## src/verilog/apu_pkg.sv

```systemverilog
// Summary of operation
// - Preset loads stored position from preset word pair
// - No preset while sensor fault present
// - Host ready raises online flag; preset needs online
// - Preset only when inhibit word pair is zero
// - Preset taken on command rising edge
// - New position in effect within 2 ms
// - Device occupies thirty-two discrete I/O points
// - Control starts once host ready asserted
// - Control halts when host ready drops
// - Error clear must be held 12 ms
// - Sensor-fault flag set on sensor error
// - Fault-detected flag set on any error
// - Error number stored binary in word 7
// - Recognised error clear clears error state
// - Position kept binary and updated continuously
package apu_pkg;
	localparam int NAX = 2;
	localparam int IO_POINTS = 32;
	localparam int ADDR_W = 11;
	localparam int POS_W = 32;
	localparam int WORD_W = 16;
	// Axis 2 base address and buffer word offsets within one axis
	localparam logic [10:0] AX2_BASE = 11'h3E8;
	localparam logic [10:0] OFS_SENS_LO = 11'h000;
	localparam logic [10:0] OFS_SENS_HI = 11'h001;
	localparam logic [10:0] OFS_CW_LO = 11'h002;
	localparam logic [10:0] OFS_CW_HI = 11'h003;
	localparam logic [10:0] OFS_CCW_LO = 11'h004;
	localparam logic [10:0] OFS_CCW_HI = 11'h005;
	localparam logic [10:0] OFS_STATUS = 11'h006;
	localparam logic [10:0] OFS_ERR = 11'h007;
	localparam logic [10:0] OFS_PRESET_LO = 11'h2B2;
	localparam logic [10:0] OFS_PRESET_HI = 11'h2B3;
	localparam logic [10:0] OFS_INHIBIT_LO = 11'h2B6;
	localparam logic [10:0] OFS_INHIBIT_HI = 11'h2B7;
	localparam logic [10:0] OFS_AXIS_EN = 11'h2BE;
	// Discrete point positions
	localparam int Y_HOST_READY = 16;
	localparam int Y_PRESET1 = 19;
	localparam int Y_PRESET2 = 22;
	localparam int Y_ERR_CLEAR = 28;
	localparam int X_ONLINE = 1;
	localparam int X_SFLT1 = 4;
	localparam int X_FLT1 = 5;
	localparam int X_SFLT2 = 8;
	localparam int X_FLT2 = 9;
	// Error numbers
	localparam logic [15:0] ERR_NONE = 16'h0000;
	localparam logic [15:0] ERR_RO_BASE = 16'h000A;
	localparam logic [15:0] ERR_SENSOR = 16'h0016;
	// Reset values
	localparam logic AXIS_EN_RST = 1'b1;
	// Timing
	localparam int CLK_HZ = 125_000_000;
	localparam int CLR_TIME_MS = 12;
	localparam int CLR_CYC = CLR_TIME_MS * (CLK_HZ / 1000);
	localparam int CLR_CNT_W = 21;

	typedef struct packed {
		logic online;
		logic [NAX-1:0] cmd_d;
		logic [NAX-1:0] en;
		logic [NAX-1:0] sflt;
		logic [NAX-1:0][POS_W-1:0] sens;
		logic [NAX-1:0][POS_W-1:0] cw;
		logic [NAX-1:0][POS_W-1:0] ccw;
		logic [NAX-1:0][POS_W-1:0] off_cw;
		logic [NAX-1:0][POS_W-1:0] off_ccw;
		logic [NAX-1:0][POS_W-1:0] preset;
		logic [NAX-1:0][POS_W-1:0] inhibit;
		logic [NAX-1:0][WORD_W-1:0] err;
		logic [CLR_CNT_W-1:0] clr_cnt;
		logic [WORD_W-1:0] rdata;
	} apu_state_s;
endpackage : apu_pkg

```

## src/verilog/apu_preset_unit.sv

```systemverilog
module apu_preset_unit
	import apu_pkg::*;
#(
	parameter int CLR_CYCLES = CLR_CYC
) (
	input wire logic clk,
	input wire logic resetn,
	input wire logic [IO_POINTS-1:0] y_points,
	output logic [IO_POINTS-1:0] x_points,
	input wire logic [ADDR_W-1:0] buf_addr,
	input wire logic buf_wr,
	input wire logic buf_rd,
	input wire logic [WORD_W-1:0] buf_wdata,
	output logic [WORD_W-1:0] buf_rdata,
	input wire logic [POS_W-1:0] sens_pos_axis1,
	input wire logic [POS_W-1:0] sens_pos_axis2,
	input wire logic sens_err_axis1,
	input wire logic sens_err_axis2
);
	localparam logic [CLR_CNT_W-1:0] CLR_LAST = CLR_CNT_W'(CLR_CYCLES - 1);

	apu_state_s s_ff;
	apu_state_s nxt_s;

	// Splits a buffer word address into axis and per-axis offset
	function automatic logic [ADDR_W:0] split_addr(input logic [ADDR_W-1:0] a);
		if (a >= AX2_BASE) begin
			split_addr = {1'b1, ADDR_W'(a - AX2_BASE)};
		end else begin
			split_addr = {1'b0, a};
		end
	endfunction : split_addr

	// Picks one 16-bit half of a 32-bit value
	function automatic logic [WORD_W-1:0] half(input logic [POS_W-1:0] v, input logic hi);
		half = hi ? v[POS_W-1:WORD_W] : v[WORD_W-1:0];
	endfunction : half

	logic [NAX-1:0][POS_W-1:0] sens;
	logic [NAX-1:0] serr;
	logic [NAX-1:0] cmd;
	logic [ADDR_W:0] dax;
	logic ax;
	logic [ADDR_W-1:0] ofs;
	logic clr_now;
	logic [NAX-1:0] edge_seen;
	logic [NAX-1:0] may_preset;

	assign sens[0] = sens_pos_axis1;
	assign sens[1] = sens_pos_axis2;
	assign serr = {sens_err_axis2, sens_err_axis1};
	assign cmd = {y_points[Y_PRESET2], y_points[Y_PRESET1]};

	always_comb begin
		nxt_s = s_ff;
		dax = split_addr(buf_addr);
		ax = dax[ADDR_W];
		ofs = dax[ADDR_W-1:0];
		nxt_s.online = y_points[Y_HOST_READY];
		nxt_s.cmd_d = cmd;
		edge_seen = cmd & ~s_ff.cmd_d;
		// Clear must be seen steadily; short pulses are dropped
		clr_now = 1'b0;
		if (s_ff.online && y_points[Y_ERR_CLEAR]) begin
			if (s_ff.clr_cnt != CLR_LAST + CLR_CNT_W'(1)) begin
				nxt_s.clr_cnt = s_ff.clr_cnt + CLR_CNT_W'(1);
			end
			clr_now = (s_ff.clr_cnt == CLR_LAST);
		end else begin
			nxt_s.clr_cnt = '0;
		end
		for (int i = 0; i < NAX; i++) begin
			may_preset[i] = s_ff.online && s_ff.en[i] && !serr[i]
				&& s_ff.err[i] != ERR_SENSOR
				&& s_ff.inhibit[i] == '0;
			// Clear first so an error arriving now still sets
			if (clr_now) begin
				nxt_s.err[i] = ERR_NONE;
			end
			if (s_ff.online && s_ff.en[i]) begin
				nxt_s.sens[i] = sens[i];
				nxt_s.cw[i] = s_ff.off_cw[i] + sens[i];
				nxt_s.ccw[i] = s_ff.off_ccw[i] - sens[i];
				nxt_s.sflt[i] = serr[i];
				if (serr[i]) begin
					nxt_s.err[i] = ERR_SENSOR;
				end
				// Offsets re-anchor the counts so tracking continues from the preset
				if (edge_seen[i] && may_preset[i]) begin
					nxt_s.off_cw[i] = s_ff.preset[i] - sens[i];
					nxt_s.off_ccw[i] = s_ff.preset[i] + sens[i];
					nxt_s.cw[i] = s_ff.preset[i];
					nxt_s.ccw[i] = s_ff.preset[i];
				end
			end else begin
				nxt_s.sflt[i] = 1'b0;
			end
		end
		if (buf_wr) begin
			unique case (ofs)
				OFS_PRESET_LO: begin
					nxt_s.preset[ax][WORD_W-1:0] = buf_wdata;
				end
				OFS_PRESET_HI: begin
					nxt_s.preset[ax][POS_W-1:WORD_W] = buf_wdata;
				end
				OFS_INHIBIT_LO: begin
					nxt_s.inhibit[ax][WORD_W-1:0] = buf_wdata;
				end
				OFS_INHIBIT_HI: begin
					nxt_s.inhibit[ax][POS_W-1:WORD_W] = buf_wdata;
				end
				OFS_AXIS_EN: begin
					nxt_s.en[ax] = buf_wdata[0];
				end
				OFS_SENS_LO, OFS_SENS_HI, OFS_CW_LO, OFS_CW_HI,
				OFS_CCW_LO, OFS_CCW_HI, OFS_STATUS: begin
					// Read-only area written while online
					if (s_ff.online) begin
						nxt_s.err[ax] = ERR_RO_BASE + WORD_W'(ofs);
					end
				end
				default: begin
				end
			endcase
		end
		if (buf_rd) begin
			unique case (ofs)
				OFS_SENS_LO, OFS_SENS_HI: begin
					nxt_s.rdata = half(s_ff.sens[ax], ofs[0]);
				end
				OFS_CW_LO, OFS_CW_HI: begin
					nxt_s.rdata = half(s_ff.cw[ax], ofs[0]);
				end
				OFS_CCW_LO, OFS_CCW_HI: begin
					nxt_s.rdata = half(s_ff.ccw[ax], ofs[0]);
				end
				OFS_STATUS: begin
					nxt_s.rdata = {15'h0000, s_ff.sflt[ax]};
				end
				OFS_ERR: begin
					nxt_s.rdata = s_ff.err[ax];
				end
				OFS_PRESET_LO, OFS_PRESET_HI: begin
					nxt_s.rdata = half(s_ff.preset[ax], ofs[0]);
				end
				OFS_INHIBIT_LO, OFS_INHIBIT_HI: begin
					nxt_s.rdata = half(s_ff.inhibit[ax], ofs[0]);
				end
				OFS_AXIS_EN: begin
					nxt_s.rdata = {15'h0000, s_ff.en[ax]};
				end
				default: begin
					nxt_s.rdata = '0;
				end
			endcase
		end
	end

	always_ff @(posedge clk or negedge resetn) begin
		if (!resetn) begin
			s_ff <= '0;
			s_ff.en <= {NAX{AXIS_EN_RST}};
		end else begin
			s_ff <= nxt_s;
		end
	end

	// Fault-detected flags follow the stored error numbers, sensor-fault flags the sflt bits
	always_comb begin
		x_points = '0;
		x_points[X_ONLINE] = s_ff.online;
		x_points[X_SFLT1] = s_ff.sflt[0];
		x_points[X_SFLT2] = s_ff.sflt[1];
		x_points[X_FLT1] = s_ff.err[0] != ERR_NONE;
		x_points[X_FLT2] = s_ff.err[1] != ERR_NONE;
	end

	assign buf_rdata = s_ff.rdata;
endmodule : apu_preset_unit

```

## config.mk

```make
export PLATFORM = sky130hd
export DESIGN_NAME = apu_preset_unit
export DESIGN_NICKNAME = d
export VERILOG_FILES = /design/src/verilog/apu_pkg.sv /design/src/verilog/apu_preset_unit.sv
export SDC_FILE = /design/constraint.sdc
export NUM_CORES = 2
export LEC_CHECK = 0
export BUFFER_PORTS_ARGS = -buffer_cell sky130_fd_sc_hd__buf_2
export CAP_MARGIN = 25
export CORE_UTILIZATION = 55
export DETAILED_ROUTE_END_ITERATION = 10
export PLACE_DENSITY = 0.76
export SLEW_MARGIN = 10
export SYNTH_ARGS = -nofsm -noshare
export SYNTH_HDL_FRONTEND = slang
export SYNTH_SLANG_ARGS = --single-unit
```

## constraint.sdc

```tcl
create_clock -name clk -period 3.3 [get_ports clk]
set_clock_uncertainty 0.15 [all_clocks]
set_input_delay 0.33 -clock clk [delete_from_list [all_inputs] [get_ports clk]]
set_output_delay 0.33 -clock clk [all_outputs]
set_load 0.01 [all_outputs]
```

---- Yosys cells after proc, flatten, opt, wreduce, memory -nomap -nowiden ----
Cells that the tools add are included.
cells by class
  add/sub/neg operators ................... 11
  magnitude comparators ................... 3
  eq/ne operators ......................... 17
  multiplexer cells ....................... 57
  bitwise operators ....................... 2
  reductions and logical operators ........ 32
operator list
  kind                     number
  $mux W32                 18
  $bwmux W64               4
  $pmux W64 S2             2
  $mux W16                 15
  $add A32 B32 Y32         4
  $pmux W16 S8             1
  $sub A32 B32 Y32         4
  $demux W32 S1            2
  $logic_not A32 Y1        2
  $eq A11 B10 Y1 const B   5
  $eq A11 B3 Y1 const B    4
  $mux W21                 2
  $bwmux W32               1
  $ne A16 B5 Y1 const B    2
  $reduce_bool A16 Y1      2
  $eq A11 B2 Y1 const B    2
  $add A21 B1 Y21 const B  1
  $eq A21 B21 Y1 const B   1
  $ne A21 B21 Y1 const B   1
  $demux W16 S1            1
  $add A4 B11 Y12 const A  1
  $logic_and A1 B1 Y1      12
  $mux W12                 1
  $eq A11 B1 Y1 const B    1
  16 further kinds         33
word-level totals
  register bits after elaboration ......... 524
  output and inout port bits .............. 48
  word-level logic and storage cells ...... 144

---- Logic depth before layout (Yosys ltp) ----
  depth in word-level cells ............... 10
  gate-level depth with buffers ........... 16

---- Worst setup path before layout ----
Ideal clock, no wire load.
  kind .................................... input port to flip-flop
  start ................................... in buf_addr[1]
  end ..................................... reg s_ff[171] (netlist bit)
  library setup time ...................... 0.125 ns
  arrival time ............................ 3.129 ns
  path slack .............................. -0.105 ns
  cell stages on the path ................. 12
  cell sequence ........................... buf_2 or4b_1 o21ai_1 a21oi_1 buf_2 o32ai_2 nand4_2 nor4b_4 and2_2 nand3_4 buf_6 mux2_4
on the way
  word-level cells in the longest chain between the ends .. 8
  elaborated cells on any way between the ends .. 16
  those cells by class .................... add/sub: 1; order compare: 3; eq/ne: 2; mux: 7; reduce/logical: 3
ends and longest elaborated chain
  item                                                                       line                    source
  start, declared                                                            apu_preset_unit.sv:10   input wire logic [ADDR_W-1:0] buf_addr,
  $ge A11 B10 Y1                                                             apu_preset_unit.sv:27   if (a >= AX2_BASE) begin
  $mux W12 (*)                                                               apu_preset_unit.sv:27
  $lt A1 B2 Y1 (not written as such) / $ge A1 B1 Y1 (equally long branches)  apu_preset_unit.sv:102  nxt_s.preset[ax][WORD_W-1:0] = buf_wdata;
  $logic_and A1 B1 Y1 (not written as such)                                  apu_preset_unit.sv:102
  $mux W16 (not written as such)                                             apu_preset_unit.sv:102
  $demux W32 S1                                                              apu_preset_unit.sv:102
  $bwmux W64                                                                 apu_preset_unit.sv:102
  $pmux W64 S2                                                               apu_preset_unit.sv:100  unique case (ofs)
  end signal, assigned                                                       apu_preset_unit.sv:165  s_ff <= nxt_s;
  end, declared                                                              apu_preset_unit.sv:22   apu_state_s s_ff;
Mark *: on every way between the ends. The rest lies on a longest branch, timed or not.
A chain may end at the register's enable or synchronous reset.

---- Worst setup path in the final report ----
  start ................................... reg s_ff[166] (netlist bit)
  end ..................................... reg s_ff[322] (netlist bit)
on the way
  word-level cells in the longest chain between the ends .. 1
ends and longest elaborated chain
  item              line                   source
  $sub A32 B32 Y32  apu_preset_unit.sv:90  nxt_s.off_cw[i] = s_ff.preset[i] - sens[i];
No other way between the ends.

==> qor.csv <==
metric,value,unit
total power,15.8,mW
register area,13000,um2
RSZ-0062 raised after global routing,yes,
Placed Cells,5152,
initial core utilization,56.0,%
met3 usage,7.85,%
count of final setup violators,11,
area delta synth->final,25.4,%
CORE AREA,63400,um2
Final GP Congestion,1.04,
sequential share of the synthesized area,36.6,%
Yosys top cell by area,dfrtp_1,
Synth Flop Type,dfrtp_1,
Area contributors post-synth,"dfrtp_1, ha_1, o21ai_0",
gr busiest metal,met2,
Slew Limit Fails,0,
IO buf count,121,
startpoint types,flip-flop,
"wirelength, routed",127,mm
share of post-route cells with drive strength above 1,26.0,%
number of detailed-route iterations in the first pass,6,
Leak Pwr,21.7,nW
Worst-path clk slew,0.06,ns
Slew HR,46.3,%
register bit total from synthesis,520,
Synth Instances,3878,
setup slack after layout,-0.233,ns
fin cells,5360,
initial antenna violation count,5,
layout net count,4860,
via count,33200,
Mapped Area,35500,um2
insertion delay to the later sink of the worst-skew pair,0.66,ns
Util after Layout,70.2,%
num rows,92,
area of the multi-input gates,22100,um2
fillers,4770,
"Req. time, crit path",3.68,ns
commonest cells in the netlist,"dfrtp_1, nand2_1, o21ai_0, a21oi_1, ha_1",
Die Y-Extent,256,um
Highest Clock Rate,0.283,GHz
Worst EP arrival,3.91,ns
most instantiated library cell after synthesis,dfrtp_1,
post-synth cell types,88,
grt met2 use,60.3,%
CTS tree,built,
GRT Total Usage,37.9,%
# DRC,0,
R2R cell count,15,
1st-iter DRT viols,3839,
CP Capture Type,flip-flop,
failing checks,setup timing,
hold path cells,4,
H-tree depth,2,
Post-synth EDFFs,0,
Post-synth ARST share,100,%
"Hold Vio Cnt, Final",0,
vias per cell,6.20,
Die W,256,um
drt wl/cell,23.6,um
GRT overflow,0,
first-pass GRT wire length,190,mm
routing usage on met1,48.2,%
total CTS buffers,59,
largest fanout on the critical path,3,
Boundary Pins,177,
Slew @ Worst Pin,0.806,ns
largest net degree at the start of global routing,161,
DRT antenna net count,0,
clock root buffer,clkbuf_16,
crit path time final,3.53,ns
share of the synthesized area in the top cell type,36.5,%
CTS Buffer Depth,3,
# clock sinks,520,
max-cap violation count,0,
status,"complete, but fails checks",
die area,65600,um2
Setup Crit Path Kind,flip-flop to flip-flop,
period utilization,107,%
setup tns final,-0.949,ns
post-DP HPWL,95.2,mm
Max VDD drop,0.418,mV
pwr/cell area,355,nW/um2
Mapped Avg Cell Area,9.16,um2
Worst Hold Margin,0.0169,ns
Min-Delay Path Class,primary input to flip-flop,
Synth warnings,0,
vias in the first global route,32200,
## metal layers
| layer | part of all wire [%] | wire [um] |
|---|---|---|
| met2 | 45 | 57600 |
| met3 | 9.7 | 12200 |
| met4 | 6.8 | 8640 |
| met1 | 38 | 48300 |
| met5 | 0.012 | 15 |
## through the flow
stage / setup slack, ns / instance area [um2]
2_1_floorplan: 0.00322 / 35700
3_3_place_gp: -0.537 / 40400
3_5_place_dp: -0.604 / 40400
4_1_cts: -0.205 / 43500
5_1_grt: -0.293 / 44500
6_report: -0.233 / 44500
## power by group
| part | leakage [nW] | internal (mW) | switching, mW | total, mW |
|---|---|---|---|---|
| clock | 0.930 | 3.72 | 2.90 | 6.62 |
| sequential | 6.41 | 6.65 | 0.308 | 6.95 |
| combinational | 14.4 | 0.954 | 1.28 | 2.24 |
## cells by family after synthesis
family,Yosys count,synth area share [%]
mux,233,9.99
buf+inv,414,5.01
fa+ha+maj,260,9.33
xor+xnor,232,5.72
compound gates,1100,18.6
other cells,1,0.0106
simple gates,1118,14.7
flops,520,36.6
## state kept, by name (all words and copies together) (netlist names)
| register | cells |
|---|---|
| s_ff | 501 |
| buf_rdata | 16 |
| x_points | 3 |
## placed cells by master (no fill, tap or decap), types with 47 or more instances in the layout
cell           instances
buf_4                517
dlygate4sd3_1         64
nand2_1              471
a21o_1                82
a21oi_1              295
clkbuf_16             59
mux4_2                78
ha_1                 233
mux2_2                94
o21ai_0              328
nor2_1               238
inv_1                172
xor2_1                67
xnor2_1              158
and2_1                47
dfrtp_1              513
nand3_1               57
buf_2                119
nor3_1                49
## final cells by class
| type | instances | area share, % |
|---|---|---|
| Timing Repair Buffer | 739 | 12.9 |
| Antenna cell | 3 | 0.0169 |
| Inverter | 181 | 1.54 |
| Clock inverter | 21 | 0.495 |
| Multi-Input combinational cell | 2970 | 49.6 |
| Tap cell | 846 | 2.38 |
| Sequential cell | 520 | 29.2 |
| Clock buffer | 80 | 3.79 |
## path summary, 6_finish.rpt
path / start / to / slack [ns]
setup / recovery: s_ff[166] / s_ff[322] / -0.23
hold / removal: sens_pos_axis2[4] / s_ff[489] / 0.02
setup reg to reg: s_ff[166] / s_ff[322] / -0.23
hold reg to reg: s_ff[288] / s_ff[288] / 0.33
max in group asynchronous: resetn / s_ff[276] / 2.00
min in group asynchronous: resetn / s_ff[301] / 0.11
## repair_timing
action,4_1_cts,5_1_grt
gates cloned,0,0
gates resized for setup,98,173
buffers inserted,14,28
endpoints found under the hold margin,150,0
setup endpoints to repair,61,84
pin swaps,49,125
hold buffers,64,0
## worst max-delay path, stage by stage (launching register included)
cell	delay, ns
dfrtp_1	0.41
buf_6	0.14
ha_4	0.20
nor2b_4	0.12
o31a_1	0.36
o311ai_4	0.34
nand4b_1	0.27
o31ai_2	0.28
buf_4	0.17
o31ai_4	0.06
o31ai_2	0.29
buf_4	0.19
nand2b_4	0.05
a21oi_2	0.12
xor2_1	0.16
o21ai_1	0.08
Note: power is estimated with default switching activity, not from simulation.
